[src/verilog/cwc_pkg.sv]
// constants for the configuration word decoder and checksum controller
package cwc_pkg;
  // ----------------------------------------------------------------
  // register indices (byte address is four times the index)
  // ----------------------------------------------------------------
  localparam logic [3:0] REG_CTRL = 4'h0;
  localparam logic [3:0] REG_STATUS = 4'h1;
  localparam logic [3:0] REG_LAST = 4'h2;
  localparam logic [3:0] REG_PLAIN = 4'h3;
  localparam logic [3:0] REG_MASK = 4'h4;
  localparam logic [3:0] REG_CONST = 4'h5;
  localparam logic [3:0] REG_RESULT = 4'h6;
  localparam logic [3:0] REG_CFG = 4'h7;
  localparam logic [3:0] REG_DECODE = 4'h8;
  localparam logic [3:0] REG_RANGE = 4'h9;
  localparam logic [3:0] REG_ID = 4'hA;

  // ----------------------------------------------------------------
  // field positions
  // ----------------------------------------------------------------
  localparam int CTRL_START = 0;
  localparam int CTRL_ID_EN = 1;
  localparam int CTRL_FOLD = 2;
  localparam int CTRL_LAYOUT_B = 3;
  localparam int CTRL_SMALL = 4;
  localparam int CTRL_PLL = 5;
  localparam int CTRL_AUTO = 6;
  localparam int ST_BUSY = 0;
  localparam int ST_DONE = 1;
  localparam int MASK_OR_LO = 16;
  localparam int DEC_UNIFORM = 2;
  localparam int DEC_POWERUP_DELAY_TIMER = 3;
  localparam int DEC_WDT = 4;
  localparam int DEC_BOR = 5;
  localparam int DEC_OSC_LO = 8;
  localparam int RANGE_HI_LO = 16;
  localparam int RANGE_ANY = 31;

  // ----------------------------------------------------------------
  // reset values
  // ----------------------------------------------------------------
  localparam logic [13:0] LAST_RST = 14'h07FF;
  localparam logic [13:0] PLAIN_RST = 14'h0800;
  localparam logic [13:0] MASK_RST = 14'h3F7F;
  localparam logic [13:0] OR_RST = 14'h0000;
  localparam logic [15:0] CONST_RST = 16'h0000;

  // ----------------------------------------------------------------
  // device side map and configuration word layout
  // ----------------------------------------------------------------
  localparam logic [13:0] ID_BASE = 14'h2000;
  localparam logic [13:0] CFG_ADDR = 14'h2007;
  localparam logic [13:0] ALIAS_MASK = 14'h0FFF;
  localparam logic [1:0] ID_LAST = 2'h3;
  localparam int CFG_BOR = 6;
  localparam int CFG_POWERUP_DELAY_TIMER_OFF = 3;
  localparam int CFG_WDT = 2;
  localparam int CP_B_LO = 4;
  localparam logic [13:0] UNIMP_A = 14'h00C0;
  localparam logic [13:0] UNIMP_B = 14'h3F80;
  localparam logic [1:0] CP_NONE = 2'b11;
  localparam logic [1:0] CP_HALF = 2'b10;
  localparam logic [1:0] CP_3Q = 2'b01;
  localparam logic [13:0] B_BIG_HALF_HI = 14'h0FFF;
  localparam logic [13:0] B_BIG_3Q_HI = 14'h1EFF;
  localparam logic [13:0] B_SMALL_HALF_HI = 14'h07FF;
  localparam logic [13:0] B_SMALL_3Q_HI = 14'h0EFF;

  // oscillator kinds as reported in the decode register
  localparam logic [2:0] OSC_RC = 3'h0;
  localparam logic [2:0] OSC_HS = 3'h1;
  localparam logic [2:0] OSC_XT = 3'h2;
  localparam logic [2:0] OSC_LP = 3'h3;
  localparam logic [2:0] OSC_EXT_PLL = 3'h4;
  localparam logic [2:0] OSC_HS_PLL = 3'h5;
  localparam logic [2:0] OSC_EXT_CLOCK_OUTPUT_PIN = 3'h6;
endpackage

[src/verilog/cwc_acc_if.sv]
// accumulator link between the sequencer and the sum engine
`timescale 1ns/1ps
`default_nettype none
interface cwc_acc_if;
  logic clear;
  logic add;
  logic last;
  logic [15:0] term;
  logic [15:0] sum;
  logic done;
  modport seq (output clear, output add, output last, output term, input sum, input done);
  modport eng (input clear, input add, input last, input term, output sum, output done);
endinterface
`default_nettype wire

[src/verilog/cwc_sum_engine.sv]
// 16-bit wrapping accumulator, one term per clock
`timescale 1ns/1ps
`default_nettype none
module cwc_sum_engine (
  input wire logic clk_sys_in,
  input wire logic rst_in,
  cwc_acc_if.eng acc
);
  logic [15:0] sum_q;
  logic done_q;

  // ----------------------------------------------------------------
  // accumulate
  // ----------------------------------------------------------------
  // carries past bit 15 fall off the top
  always_ff @(posedge clk_sys_in or posedge rst_in) begin
    if (rst_in) begin
      sum_q <= 16'h0000;
    end else if (acc.clear) begin
      sum_q <= 16'h0000;
    end else if (acc.add) begin
      sum_q <= sum_q + acc.term;
    end
  end

  // done rises on the same edge the final term lands
  always_ff @(posedge clk_sys_in or posedge rst_in) begin
    if (rst_in) begin
      done_q <= 1'b0;
    end else if (acc.clear) begin
      done_q <= 1'b0;
    end else if (acc.add && acc.last) begin
      done_q <= 1'b1;
    end
  end

  assign acc.sum = sum_q;
  assign acc.done = done_q;
endmodule
`default_nettype wire

[src/verilog/cwc_top.sv]
// checksum controller: reads the device, decodes its configuration word
`timescale 1ns/1ps
`default_nettype none
module cwc_top (
  input wire logic clk_sys_in,
  input wire logic rst_in,
  input wire logic [3:0] avs_address_in,
  input wire logic avs_read_in,
  input wire logic avs_write_in,
  input wire logic [31:0] avs_writedata_in,
  output logic [31:0] avs_readdata_out,
  output logic avs_waitrequest_out,
  output logic mem_req_out,
  output logic [13:0] mem_addr_out,
  input wire logic mem_ack_in,
  input wire logic [13:0] mem_data_in
);
  typedef enum logic [5:0] {
    CWC_IDLE = 6'b000001,
    CWC_REQ = 6'b000010,
    CWC_REL = 6'b000100,
    CWC_CFG = 6'b001000,
    CWC_ID = 6'b010000,
    CWC_CONST = 6'b100000
  } cwc_state_e;

  typedef enum logic [2:0] {
    STG_ID = 3'b001,
    STG_CFG = 3'b010,
    STG_MEM = 3'b100
  } cwc_stage_e;

  cwc_state_e state_q;
  cwc_stage_e stage_q;
  logic [6:0] ctrl_q;
  logic [13:0] last_q, plain_q, mask_q, or_q;
  logic [15:0] const_q, result_q;
  logic done_q;
  logic [13:0] cfg_q, addr_q, word_q;
  logic [3:0] id_q [4];
  logic [1:0] idx_q;
  logic ack_s1_q, ack_s2_q;
  logic [13:0] data_s1_q, data_s2_q;
  logic rd_ack_q;
  logic [31:0] rdata_q;
  cwc_acc_if acc ();

  // ----------------------------------------------------------------
  // helpers
  // ----------------------------------------------------------------
  // fold upper seven bits onto lower seven with xnor
  function automatic logic [15:0] fold_word(input logic [13:0] w);
    fold_word = {9'h0, ~(w[13:7] ^ w[6:0])};
  endfunction

  // ----------------------------------------------------------------
  // pin synchronisers
  // ----------------------------------------------------------------
  // data is stable while ack is high, so two flops per bit suffice
  always_ff @(posedge clk_sys_in or posedge rst_in) begin
    if (rst_in) begin
      ack_s1_q <= 1'b0;
      ack_s2_q <= 1'b0;
      data_s1_q <= 14'h0000;
      data_s2_q <= 14'h0000;
    end else begin
      ack_s1_q <= mem_ack_in;
      ack_s2_q <= ack_s1_q;
      data_s1_q <= mem_data_in;
      data_s2_q <= data_s1_q;
    end
  end

  // ----------------------------------------------------------------
  // configuration decode
  // ----------------------------------------------------------------
  logic layout_b, small_dev, pll_dev;
  logic [13:0] cfg_view;
  logic [1:0] cp_code;
  logic cp_uniform, bor_on, powerup_delay_timer_on, wdt_on;
  logic [2:0] osc_kind;
  logic [13:0] size_w, prot_lo, prot_hi, auto_end, plain_end;
  logic prot_any;

  assign layout_b = ctrl_q[cwc_pkg::CTRL_LAYOUT_B];
  assign small_dev = ctrl_q[cwc_pkg::CTRL_SMALL];
  assign pll_dev = ctrl_q[cwc_pkg::CTRL_PLL];
  // missing positions always read as ones
  assign cfg_view = cfg_q | (layout_b ? cwc_pkg::UNIMP_B : cwc_pkg::UNIMP_A);
  assign cp_code = cfg_view[cwc_pkg::CP_B_LO +: 2];
  // layout A repeats the pair; a mismatch leaves the scheme undefined
  assign cp_uniform = layout_b ||
    ((cfg_view[13:12] == cp_code) && (cfg_view[11:10] == cp_code) &&
     (cfg_view[9:8] == cp_code));
  assign bor_on = layout_b && cfg_view[cwc_pkg::CFG_BOR];
  assign powerup_delay_timer_on = !cfg_view[cwc_pkg::CFG_POWERUP_DELAY_TIMER_OFF] || bor_on;
  assign wdt_on = cfg_view[cwc_pkg::CFG_WDT];
  assign size_w = last_q + 14'h0001;

  // oscillator meaning depends on part family
  always_comb begin
    if (pll_dev && !layout_b) begin
      case (cfg_view[1:0])
        2'b11: osc_kind = cwc_pkg::OSC_EXT_PLL;
        2'b10: osc_kind = cwc_pkg::OSC_HS_PLL;
        2'b01: osc_kind = cwc_pkg::OSC_EXT_CLOCK_OUTPUT_PIN;
        default: osc_kind = cwc_pkg::OSC_HS;
      endcase
    end else begin
      case (cfg_view[1:0])
        2'b11: osc_kind = cwc_pkg::OSC_RC;
        2'b10: osc_kind = cwc_pkg::OSC_HS;
        2'b01: osc_kind = cwc_pkg::OSC_XT;
        default: osc_kind = cwc_pkg::OSC_LP;
      endcase
    end
  end

  // protected address range: layout A guards the top, layout B the bottom
  always_comb begin
    prot_any = (cp_code != cwc_pkg::CP_NONE);
    prot_lo = 14'h0000;
    prot_hi = last_q;
    auto_end = size_w;
    if (!layout_b) begin
      case (cp_code)
        cwc_pkg::CP_NONE: auto_end = size_w;
        cwc_pkg::CP_HALF: auto_end = {1'b0, size_w[13:1]};
        cwc_pkg::CP_3Q: auto_end = {2'b00, size_w[13:2]};
        default: auto_end = 14'h0000;
      endcase
      prot_lo = auto_end;
    end else if (small_dev) begin
      case (cp_code)
        cwc_pkg::CP_HALF: prot_hi = cwc_pkg::B_SMALL_HALF_HI;
        cwc_pkg::CP_3Q: prot_hi = cwc_pkg::B_SMALL_3Q_HI;
        default: prot_hi = last_q;
      endcase
    end else begin
      case (cp_code)
        cwc_pkg::CP_HALF: prot_hi = cwc_pkg::B_BIG_HALF_HI;
        cwc_pkg::CP_3Q: prot_hi = cwc_pkg::B_BIG_3Q_HI;
        default: prot_hi = last_q;
      endcase
    end
  end

  // auto boundary only meaningful for layout A, else software sets it
  assign plain_end = (ctrl_q[cwc_pkg::CTRL_AUTO] && !layout_b) ? auto_end : plain_q;

  // ----------------------------------------------------------------
  // sequencer
  // ----------------------------------------------------------------
  logic start_req, in_plain, fold_on, next_read, addr_end;
  logic [15:0] packed_id;

  assign start_req = avs_write_in && (avs_address_in == cwc_pkg::REG_CTRL) &&
    avs_writedata_in[cwc_pkg::CTRL_START];
  assign fold_on = ctrl_q[cwc_pkg::CTRL_FOLD];
  assign in_plain = (addr_q < plain_end);
  assign packed_id = {id_q[0], id_q[1], id_q[2], id_q[3]};
  // stop reading once nothing past the plain region contributes
  assign addr_end = (addr_q == last_q);
  assign next_read = !addr_end && (fold_on || ((addr_q + 14'h0001) < plain_end));

  always_ff @(posedge clk_sys_in or posedge rst_in) begin
    if (rst_in) begin
      state_q <= CWC_IDLE;
      stage_q <= STG_ID;
      addr_q <= 14'h0000;
      idx_q <= 2'h0;
      word_q <= 14'h0000;
    end else begin
      case (state_q)
        CWC_IDLE: begin
          if (start_req) begin
            state_q <= CWC_REQ;
            stage_q <= STG_ID;
            addr_q <= cwc_pkg::ID_BASE;
            idx_q <= 2'h0;
          end
        end
        CWC_REQ: begin
          if (ack_s2_q) begin
            word_q <= data_s2_q;
            state_q <= CWC_REL;
          end
        end
        CWC_REL: begin
          if (!ack_s2_q) begin
            state_q <= CWC_REQ;
            case (stage_q)
              STG_ID: begin
                idx_q <= idx_q + 2'h1;
                addr_q <= addr_q + 14'h0001;
                if (idx_q == cwc_pkg::ID_LAST) begin
                  stage_q <= STG_CFG;
                  addr_q <= cwc_pkg::CFG_ADDR;
                end
              end
              STG_CFG: begin
                stage_q <= STG_MEM;
                addr_q <= 14'h0000;
                if (!fold_on && (plain_end == 14'h0000)) begin
                  state_q <= CWC_CFG;
                end
              end
              default: begin
                addr_q <= addr_q + 14'h0001;
                if (!next_read) begin
                  state_q <= CWC_CFG;
                end
              end
            endcase
          end
        end
        CWC_CFG: state_q <= CWC_ID;
        CWC_ID: state_q <= CWC_CONST;
        CWC_CONST: state_q <= CWC_IDLE;
        default: state_q <= CWC_IDLE;
      endcase
    end
  end

  // ids captured on release, configuration word as it arrives
  always_ff @(posedge clk_sys_in or posedge rst_in) begin
    if (rst_in) begin
      cfg_q <= 14'h3FFF;
      for (int i = 0; i < 4; i++) begin
        id_q[i] <= 4'h0;
      end
    end else begin
      if (state_q == CWC_REL && !ack_s2_q && stage_q == STG_ID) begin
        id_q[idx_q] <= word_q[3:0];
      end
      // taken on arrival so the memory skip decision already sees this word
      if (state_q == CWC_REQ && ack_s2_q && stage_q == STG_CFG) begin
        cfg_q <= data_s2_q;
      end
    end
  end

  // term selection; protected words fold or drop out
  always_comb begin
    acc.clear = (state_q == CWC_IDLE) && start_req;
    acc.add = 1'b0;
    acc.last = 1'b0;
    acc.term = 16'h0000;
    case (state_q)
      CWC_REL: begin
        if (!ack_s2_q && stage_q == STG_MEM) begin
          acc.add = in_plain || fold_on;
          acc.term = in_plain ? {2'b00, word_q} : fold_word(word_q);
        end
      end
      CWC_CFG: begin
        acc.add = 1'b1;
        acc.term = {2'b00, (cfg_view & mask_q) | or_q};
      end
      CWC_ID: begin
        acc.add = ctrl_q[cwc_pkg::CTRL_ID_EN];
        acc.term = packed_id;
      end
      CWC_CONST: begin
        acc.add = 1'b1;
        acc.last = 1'b1;
        acc.term = const_q;
      end
      default: acc.add = 1'b0;
    endcase
  end

  cwc_sum_engine u_engine (
    .clk_sys_in(clk_sys_in),
    .rst_in(rst_in),
    .acc(acc)
  );

  // four-phase handshake; alias wraps upper half for the small layout B part
  always_ff @(posedge clk_sys_in or posedge rst_in) begin
    if (rst_in) begin
      mem_req_out <= 1'b0;
      mem_addr_out <= 14'h0000;
    end else begin
      mem_req_out <= (state_q == CWC_REQ) && !ack_s2_q;
      if (stage_q == STG_MEM && layout_b && small_dev) begin
        mem_addr_out <= addr_q & cwc_pkg::ALIAS_MASK;
      end else begin
        mem_addr_out <= addr_q;
      end
    end
  end

  // result latched the cycle after the last term
  always_ff @(posedge clk_sys_in or posedge rst_in) begin
    if (rst_in) begin
      result_q <= 16'h0000;
      done_q <= 1'b0;
    end else if (acc.clear) begin
      done_q <= 1'b0;
    end else if (acc.done && !done_q) begin
      result_q <= acc.sum;
      done_q <= 1'b1;
    end
  end

  // ----------------------------------------------------------------
  // avalon slave
  // ----------------------------------------------------------------
  // setup writes are ignored while a run is in progress
  always_ff @(posedge clk_sys_in or posedge rst_in) begin
    if (rst_in) begin
      ctrl_q <= 7'h00;
      last_q <= cwc_pkg::LAST_RST;
      plain_q <= cwc_pkg::PLAIN_RST;
      mask_q <= cwc_pkg::MASK_RST;
      or_q <= cwc_pkg::OR_RST;
      const_q <= cwc_pkg::CONST_RST;
    end else if (avs_write_in && state_q == CWC_IDLE) begin
      case (avs_address_in)
        cwc_pkg::REG_CTRL: ctrl_q <= {avs_writedata_in[6:1], 1'b0};
        cwc_pkg::REG_LAST: last_q <= avs_writedata_in[13:0];
        cwc_pkg::REG_PLAIN: plain_q <= avs_writedata_in[13:0];
        cwc_pkg::REG_MASK: begin
          mask_q <= avs_writedata_in[13:0];
          or_q <= avs_writedata_in[cwc_pkg::MASK_OR_LO +: 14];
        end
        cwc_pkg::REG_CONST: const_q <= avs_writedata_in[15:0];
        default: ctrl_q <= ctrl_q;
      endcase
    end
  end

  // read mux; unmapped indices read zero
  logic [31:0] rmux;
  always_comb begin
    rmux = 32'h0000_0000;
    case (avs_address_in)
      cwc_pkg::REG_CTRL: rmux = {25'h0, ctrl_q};
      cwc_pkg::REG_STATUS: rmux = {30'h0, done_q, state_q != CWC_IDLE};
      cwc_pkg::REG_LAST: rmux = {18'h0, last_q};
      cwc_pkg::REG_PLAIN: rmux = {18'h0, plain_end};
      cwc_pkg::REG_MASK: rmux = {2'b00, or_q, 2'b00, mask_q};
      cwc_pkg::REG_CONST: rmux = {16'h0000, const_q};
      cwc_pkg::REG_RESULT: rmux = {16'h0000, result_q};
      cwc_pkg::REG_CFG: rmux = {18'h0, cfg_view};
      cwc_pkg::REG_DECODE: begin
        rmux[1:0] = cp_code;
        rmux[cwc_pkg::DEC_UNIFORM] = cp_uniform;
        rmux[cwc_pkg::DEC_POWERUP_DELAY_TIMER] = powerup_delay_timer_on;
        rmux[cwc_pkg::DEC_WDT] = wdt_on;
        rmux[cwc_pkg::DEC_BOR] = bor_on;
        rmux[cwc_pkg::DEC_OSC_LO +: 3] = osc_kind;
      end
      cwc_pkg::REG_RANGE: begin
        rmux[13:0] = prot_lo;
        rmux[cwc_pkg::RANGE_HI_LO +: 14] = prot_hi;
        rmux[cwc_pkg::RANGE_ANY] = prot_any;
      end
      cwc_pkg::REG_ID: rmux = {16'h0000, packed_id};
      default: rmux = 32'h0000_0000;
    endcase
  end

  // one wait state on reads so the data comes from a flop
  always_ff @(posedge clk_sys_in or posedge rst_in) begin
    if (rst_in) begin
      rd_ack_q <= 1'b0;
      rdata_q <= 32'h0000_0000;
    end else begin
      rd_ack_q <= avs_read_in && !rd_ack_q;
      if (avs_read_in && !rd_ack_q) begin
        rdata_q <= rmux;
      end
    end
  end

  assign avs_waitrequest_out = avs_read_in && !rd_ack_q;
  assign avs_readdata_out = rdata_q;
endmodule
`default_nettype wire
[config.mk]
export PLATFORM = sky130hd
export DESIGN_NAME = cwc_top
export DESIGN_NICKNAME = d
export VERILOG_FILES = /design/src/verilog/cwc_pkg.sv /design/src/verilog/cwc_acc_if.sv /design/src/verilog/cwc_sum_engine.sv /design/src/verilog/cwc_top.sv
export SDC_FILE = /design/constraint.sdc
export NUM_CORES = 1
export LEC_CHECK = 0
export BUFFER_PORTS_ARGS = -buffer_cell sky130_fd_sc_hd__buf_4
export CORE_MARGIN = 2
export CORE_UTILIZATION = 33
export CTS_BUF_LIST = sky130_fd_sc_hd__clkbuf_8
export CTS_CLUSTER_DIAMETER = 100
export DETAILED_ROUTE_END_ITERATION = 10
export GPL_TIMING_DRIVEN = 0
export PLACE_DENSITY_LB_ADDON = 0.15
export SKIP_CTS_REPAIR_TIMING = 1
export SYNTH_ARGS = -nofsm -noshare
export SYNTH_HDL_FRONTEND = slang
export SYNTH_SLANG_ARGS = --single-unit
[constraint.sdc]
create_clock -name clk_sys_in -period 11.7 [get_ports clk_sys_in]
set_input_delay 3.51 -clock clk_sys_in [delete_from_list [all_inputs] [get_ports clk_sys_in]]
set_output_delay 3.51 -clock clk_sys_in [all_outputs]
set_load 0.03 [all_outputs]
Word-level counts from Yosys, hierarchy flattened
Cells that the tools add are included.
{"block": "totals", "inputBits": 55, "output_inout_bits": 48, "word_cells": 189, "reg_bits": 258}
{"block": "op_classes", "n_addsub": 4, "bitwise_logic": 7, "eq_ne": 38, "magnitude_cmp": 4, "reduce_logical": 52, "mux": 56}
{"op": "two-way mux 14 bit", "count": 12}
{"op": "one-hot mux 14 bit (2 select lines)", "count": 5}
{"op": "one-hot mux 6 bit (11 select lines)", "count": 1}
{"op": "one-hot mux 16 bit (4 select lines)", "count": 1}
{"op": "one-hot mux 14 bit (3 select lines)", "count": 1}
{"op": "two-way mux 16 bit", "count": 2}
{"op": "one-hot mux 6 bit (5 select lines)", "count": 1}
{"op": "adder 14 x 1 -> 14 bit (second input constant)", "count": 2}
{"op": "less-than comparator 14 bit", "count": 2}
{"op": "OR 14 bit", "count": 2}
{"op": "one-hot mux 3 bit (9 select lines)", "count": 1}
{"op": "one-hot mux 3 bit (8 select lines)", "count": 1}
{"op": "logical AND 1 bit", "count": 23}
{"op": "two-way mux 6 bit", "count": 3}
{"op": "one-hot mux 2 bit (9 select lines)", "count": 1}
{"op": "adder 16 bit", "count": 1}
{"op": "bitwise mux 16 bit", "count": 1}
{"op": "== test 4 x 3 -> 1 bit (second input constant)", "count": 4}
{"op": "AND 14 bit", "count": 1}
{"op": "== test 14 bit", "count": 1}
{"op": "logical NOT 14 bit", "count": 1}
{"op": "AND reduction 2 bit", "count": 7}
{"op": "== test 4 bit (second input constant)", "count": 3}
{"op": "two-way mux 3 bit", "count": 4}
{"op": "other kinds (44)", "count": 80}

Logic depth before layout (Yosys ltp)
Gate-level depths: netlist (run 1).
{"block": "logic_depth", "depth_word": 13, "depth_mapped": 26, "depth_no_buf": 25}

By module
Synthesis (run 1) repeated with hierarchy kept, for this count alone.
{"block": "unflattened", "hier_cells": 1286, "hier_area_um2": 13738.2}
{"mod": "cwc_top", "n_inst": 1, "area_per_inst_um2": 12276.8, "cells_per_inst": 1128}
{"mod": "cwc_sum_engine", "n_inst": 1, "area_per_inst_um2": 1461.4, "cells_per_inst": 158}

Worst setup path before layout (run 1)
OpenSTA, ideal clock, no wires.
{"block": "synth_path", "path_type": "input-to-output", "from": "in avs_read_in", "to": "out avs_waitrequest_out", "cell_stages": 3, "path_slack_ps": 4027, "n_path_buf": 1, "t_required_ps": 8190, "arrival_ps": 4163, "path_cell_list": "nand2b_1 inv_1 clkbuf_1"}
{"block": "synth_between", "elab_chain_len": 1}
{"item": "start: declaration", "line": "cwc_top.sv:8", "text": "input wire logic avs_read_in,"}
{"item": "logical AND 1 bit", "line": "cwc_top.sv:378", "text": "assign avs_waitrequest_out = avs_read_in && !rd_ack_q;"}
{"item": "end: declaration", "line": "cwc_top.sv:12", "text": "output logic avs_waitrequest_out,"}
Every way passes these cells.

Worst setup path after layout (run 1)
Same ends and word-level chain as after synthesis.

==> summary.txt, run 1 <==
Clock network
  – CTS H-tree depth: 2
  – CTS tree: built
  – Worst-path clk slew: 0.05 ns
  – Max Buffers Root-to-Sink: 3
  – Clk Latency, worst-skew pair: 0.65 ns
  – Num CTS Buffers: 48
  – Clock Sinks: 257
  – Clock Tree Root: clkbuf_8

Synthesis
  – Mapped Area: 13,400 µm²
  – Sequential share of the synthesized area: 48.2%
  – Post-synth ARST share: 100%
  – Syn Nets: 1,345
  – EDFF count, synth: 0
  – Synth Flop Type: dfrtp_1
  – Syn avg cell area: 10.9 µm²
  – Cells after Synth: 1,238
  – Synth Warn #: 0
  – Register bit count reported by yosys: 257
  – Netlist cell types: 71

Routing
  – Vias post-DR: 10,900
  – Post-DR wirelength/cell: 24.1 µm
  – Detailed Route Iter0 Violations: 998
  – WL final: 46.9 mm
  – Detailed Routing Iterations Pass 1: 8
  – DRC viols: 0
  – Vias/cell: 5.58
  – Antenna-violating nets left: 0

Setup path
  – Setup Crit Path Kind: primary input to output port
  – R2R cell count: 24
  – Worst Setup Start Kind: primary input
  – Reg-to-Reg End: u_engine.acc.sum[15]$_DFFE_PP0P_
  – Reg-to-reg startpoint: last_q[1]$_DFFE_PP1P_
  – CP endpoint kind: output port
  – Critical Path AT: 4.55 ns
  – WP data required: 8.19 ns
  – R2R Setup Slk: 4.33 ns
  – Max FO, Critical Path: 11

Timing
  – Rel. slew slack: 3.47%
  – Fin crit share: 68.9%
  – Final max-slew violation count: 0
  – Final Hold Viols: 0
  – Min Tclk post-route: 8.06 ns
  – Setup violations, final: 0
  – RSZ-0062 raised after global routing: no
  – Setup Total Neg Slack: 0 ns
  – Max Clk Rate: 0.124 GHz
  – Worst Setup Slack, final: 3.64 ns
  – Skew final: 0.0280 ns
  – Worst slew pin tran: 1.44 ns

Floorplan
  – I/O Pins: 103
  – Starting Density: 33.7%
  – Num rows: 73
  – Die extent in x: 206 µm
  – Core area: 39,900 µm²
  – Die H: 206 µm
  – Die area: 42,300 µm²

Global routing
  – GRT Total Usage: 22.4%
  – GRT Residual Overflow: 0
  – Pin count of the biggest net entering global routing: 109
  – Vias in the first global route: 10,600
  – First-pass GRT wire length: 69.7 mm
  – Initial antenna violation count: 3

Pwr
  – Lkg Pwr: 7.09 nW
  – Maximum VDD drop: 0.0791 mV
  – PwrDens: 207 nW/µm²

Layout
  – Post-route cell area: 15,900 µm²
  – Ant. Diodes: 0
  – Count of nets after finishing: 1,493
  – Util after Layout: 39.9%
  – Layout cells sized above 1: 27.8%
  – Area Overhead vs Synth: 18.6%

Placement
  – Area post-placement: 14,900 µm²
  – Number of port buffers: 96
  – Placement Setup Slack: 3.65 ns
  – Dpl hpwl: 35.3 mm
  – Routability Congestion: 0.914

Worst hold path
  – Hold Startpoint: data_s1_q[8]$_DFF_PP0_
  – Worst Hold Depth: 0
  – Hold Crit Class: flop to flop
  – Hold Path Sink: data_s2_q[8]$_DFF_PP0_

Outcome
  – Status: finished, final reports clean

Job
  – Max Cap Violations: 0
cells in the final DEF (no fill, tap or decap), types with 32 or more instances in the layout:
cell type,Yosys,layout
clkbuf_8,0,64
ha_1,51,51
inv_1,23,33
dfrtp_1,217,217
nand2_1,82,82
o21ai_0,94,94
nor2_1,64,64
clkbuf_1,42,42
dfstp_2,40,40
mux2_2,138,138
a21oi_1,40,40
nand3_1,43,43
a22oi_1,33,33
buf_4,6,102
xnor2_1,32,32
metal layers:
layer | vias to the layer above | GRT usage (%) | routed length, µm
met3 | 81 | 3.66 | 2710
met1 | 5495 | 30.8 | 21000
met4 | 0 | 7.66 | 1350
met5 | - | 0 | 0
li1 | 4922 | - | -
met2 | 393 | 35.8 | 21900
cell type report:
class                   instances  area (µm²)
fillers                      3907       24000
multi-input cells             892        6570
flip-flops and latches        257        6480
clock buffers                  64         881
repair buffers                 98         776
well taps                     525         657
plain buffers                  66         300
clock inverters                26         175
inverters                      23        93.8
worst max path at each step:
stage,from,to,slack [ns],depth (start not counted)
6_report,avs_read_in,avs_waitrequest_out,3.64,5
3_5_place_dp,avs_read_in,avs_waitrequest_out,3.65,5
4_1_cts,avs_read_in,avs_waitrequest_out,3.64,5
5_1_grt,avs_read_in,avs_waitrequest_out,3.52,5
2_1_floorplan,rst_in,ack_s1_q$_DFF_PP0_,1.19,1
3_3_place_gp,rst_in,data_s1_q[1]$_DFF_PP0_,-2.19,2
worst max-delay path, cell delays in order:
cell      delay (ns)
buf_4           0.08
nand2b_1        0.11
inv_1           0.16
clkbuf_1        0.43
buf_4           0.26
per-stage QoR:
stage	std cells	power [mW]	hold slack, ns
after floorplan	1238	1.96	0.331
after global placement	1859	2.34	0.333
after detailed placement	1861	2.36	0.335
after CTS	1951	3.32	0.348
after global routing	1951	3.47	0.355
final	1951	3.30	0.346
Yosys cell counts (5+ instances only):
master    instances  area [µm²]
o31ai_1           8        60.1
or3_1             7        43.8
and3_1           14        87.6
xnor2_1          32         280
a21o_1           19         143
mux2_2          138        1550
dfrtp_1         217        5430
a222oi_1         20         200
a21oi_1          40         200
o21ai_0          94         470
a22o_1           16         140
a211oi_1         13        97.6
and2_1            7        43.8
a31oi_1          18         113
nand2b_1         19         119
dfstp_2          40        1050
nor3b_1           6        45.0
buf_2            11        55.1
ha_1             51         638
clkbuf_1         42         158
nand4_1          12        75.1
a22oi_1          33         248
nor2b_1           6        37.5
nor2_1           64         240
inv_1            23        86.3
buf_4             6        45.0
o21a_1           13        97.6
nand2_1          82         308
nand3_1          43         215
a221oi_1         13         114
nor4_1            7        43.8
a32o_1            6        60.1
xor2_1           23         201
or4_1             5        37.5
nor3_1           22         110
cell families after synthesis:
group | synth area share (%)
buf+inv | 2.88
compound gates | 16.5
flops | 48.2
mux | 11.9
xor+xnor | 3.59
other cells | 0.0279
simple gates | 12.0
fa+ha+maj | 4.90
sequential cells by signal, summed over array words and instances (netlist names), 2 cells and up:
signal / cells
avs_readdata_out: 31
const_q: 16
id_q: 16
result_q: 16
u_engine.acc.sum: 16
addr_q: 14
data_s1_q: 14
data_s2_q: 14
last_q: 14
mask_q: 14
mem_addr_out: 14
or_q: 14
plain_q: 14
word_q: 14
cfg_q: 13
ctrl_q: 6
state_q: 6
stage_q: 3
idx_q: 2
where the power goes:
group | switching, mW | internal [mW] | total (mW)
logic | 0.536 | 0.405 | 0.941
clock network | 0.417 | 0.519 | 0.937
registers | 0.268 | 1.15 | 1.42
(Power assumes the default switching activity.)
==> run 2: changes to the inputs <==
clock period = 7.3 ns   (was 11.7 ns; I/O delays follow)
==> summary.txt, run 2 (synthesis results as in run 1) <==
Placement
  – Area post-placement: 15,000 µm²
  – Dpl hpwl: 35.9 mm
  – Placement Setup Slack: 0.0344 ns
  – Number of port buffers: 96
  – Routability Congestion: 0.923

Routing
  – DRC viols: 0
  – Post-DR wirelength/cell: 24.1 µm
  – Met1 Wirelength: 20.5 mm
  – Detailed Route Iter0 Violations: 999
  – Met3 wire length: 3.19 mm
  – Detailed Routing Iterations Pass 1: 7
  – Antenna-violating nets left: 0
  – WL final: 47.1 mm
  – Met2 WL: 21.3 mm
  – Vias post-DR: 10,900
  – Vias/cell: 5.59
  – Uppermost layer routed: met5

Timing
  – Final Hold Viols: 0
  – Final max-slew violation count: 0
  – Max Clk Rate: 0.146 GHz
  – Worst slew pin tran: 1.46 ns
  – Rel. slew slack: 2.35%
  – Setup violations, final: 0
  – Min Tclk post-route: 6.86 ns
  – Worst Setup Slack, final: 0.441 ns
  – Hold WS: 0.304 ns
  – Skew final: 0.0591 ns
  – RSZ-0062 raised after global routing: no
  – Fin crit share: 94.0%

Global routing
  – Vias in the first global route: 10,800
  – GRT Residual Overflow: 0
  – First-pass GRT wire length: 69.9 mm
  – GRT Total Usage: 22.6%
  – Initial antenna violation count: 1
  – Pin count of the biggest net entering global routing: 41

Pwr
  – PwrDens: 322 nW/µm²
  – Lkg Pwr: 7.11 nW
  – Maximum VDD drop: 0.146 mV
  – Overall Power: 5.13 mW

Clock network
  – Clock Sinks: 257
  – Worst-path clk slew: 0.06 ns
  – Num CTS Buffers: 46
  – Clk Latency, worst-skew pair: 0.66 ns
  – Clock Tree Root: clkbuf_8
  – Max Buffers Root-to-Sink: 3
  – CTS tree: built
  – CTS H-tree depth: 2

Layout
  – Layout cells sized above 1: 27.8%
  – Commonest non-fill, non-tap cell in the layout: dfrtp_1
  – Most frequent cells in the layout: 217 x dfrtp_1, 138 x mux2_2, 106 x buf_4
  – Area Overhead vs Synth: 18.5%
  – Max reg flops: 31
  – Post-route cell area: 15,900 µm²
  – Count of nets after finishing: 1,500

Floorplan
  – I/O Pins: 103
  – Die H: 206 µm
  – Starting Density: 33.7%
  – Die area: 42,300 µm²
  – Num rows: 73
  – Core area: 39,900 µm²
  – Die extent in x: 206 µm

Outcome
  – Status: finished, final reports clean

Setup path
  – Worst Setup Start Kind: flop
  – Max FO, Critical Path: 7
  – WP data required: 7.83 ns
  – Critical Path AT: 7.39 ns
  – Setup Crit Path Kind: flop to flop
  – CP endpoint kind: flop

Worst hold path
  – Hold Crit Class: flop to flop

Job
  – Max Cap Violations: 0
==> run 2: cell type report <==
cell class                 count  area, µm²
antenna                        1       2.50
buffer                        66        303
clock buffer                  53        729
clock inverter                32        168
fill                        3933      24000
inverter                      23       90.1
multi-input combinational    892       6600
sequential                   257       6480
tap                          525        657
timing repair buffer         107        891
==> run 2: worst paths after layout <==
kind,to,from,cells past startpoint,slack (ns)
worst max-delay path,u_engine.acc.sum[15]$_DFFE_PP0P_,last_q[1]$_DFFE_PP1P_,24,0.44
worst min-delay path,data_s2_q[5]$_DFF_PP0_,data_s1_q[5]$_DFF_PP0_,0,0.30
worst max register to register,u_engine.acc.sum[15]$_DFFE_PP0P_,last_q[1]$_DFFE_PP1P_,24,0.44
worst min register to register,data_s2_q[5]$_DFF_PP0_,data_s1_q[5]$_DFF_PP0_,0,0.30
max in group asynchronous,cfg_q[9]$_DFFE_PP1P_,rst_in,5,4.49
min in group asynchronous,plain_q[10]$_DFFE_PP0P_,rst_in,2,1.64
==> run 2: stage by stage <==
stage | setup TNS, ns | util (%) | cells
3_5_place_dp | 0 | 37.5 | 1866
2_1_floorplan | 0 | - | 1238
3_3_place_gp | -5.63 | 37.1 | 1859
5_1_grt | 0 | 39.9 | 1955
6_report | 0 | 39.9 | 1956
4_1_cts | -0.00923 | 39.7 | 1951
==> run 2: power by group <==
part	switching (mW)	internal, mW	total [mW]	leakage, nW
Clock	0.644	0.674	1.32	0.546
Sequential	0.433	1.84	2.27	3.17
Combinational	0.867	0.671	1.54	3.39
==> run 2: critical path, stage by stage, from the launching register on <==
cell	delay (ns)
dfstp_2	0.68
ha_1	0.19
clkbuf_2	0.18
nand2_1	0.20
nor3_1	0.23
xor2_1	0.16
a221o_1	0.40
a22oi_2	0.38
ha_1	0.33
a211oi_1	0.19
o21ai_0	0.19
a2111oi_0	0.49
o211ai_1	0.24
nand2_2	0.26
nor2_1	0.11
xnor2_1	0.19
o21ai_0	0.15
ha_1	0.27
or4_1	0.48
o22ai_1	0.31
o21a_1	0.21
a21oi_1	0.11
a211oi_2	0.30
mux2_2	0.38
o211ai_1	0.08
==> run 2: layer usage <==
layer	vias up	track usage [%]
li1	4944	-
met1	5432	30.6
met2	442	34.9
met3	110	4.29
met4	2	10.0
met5	-	1.43
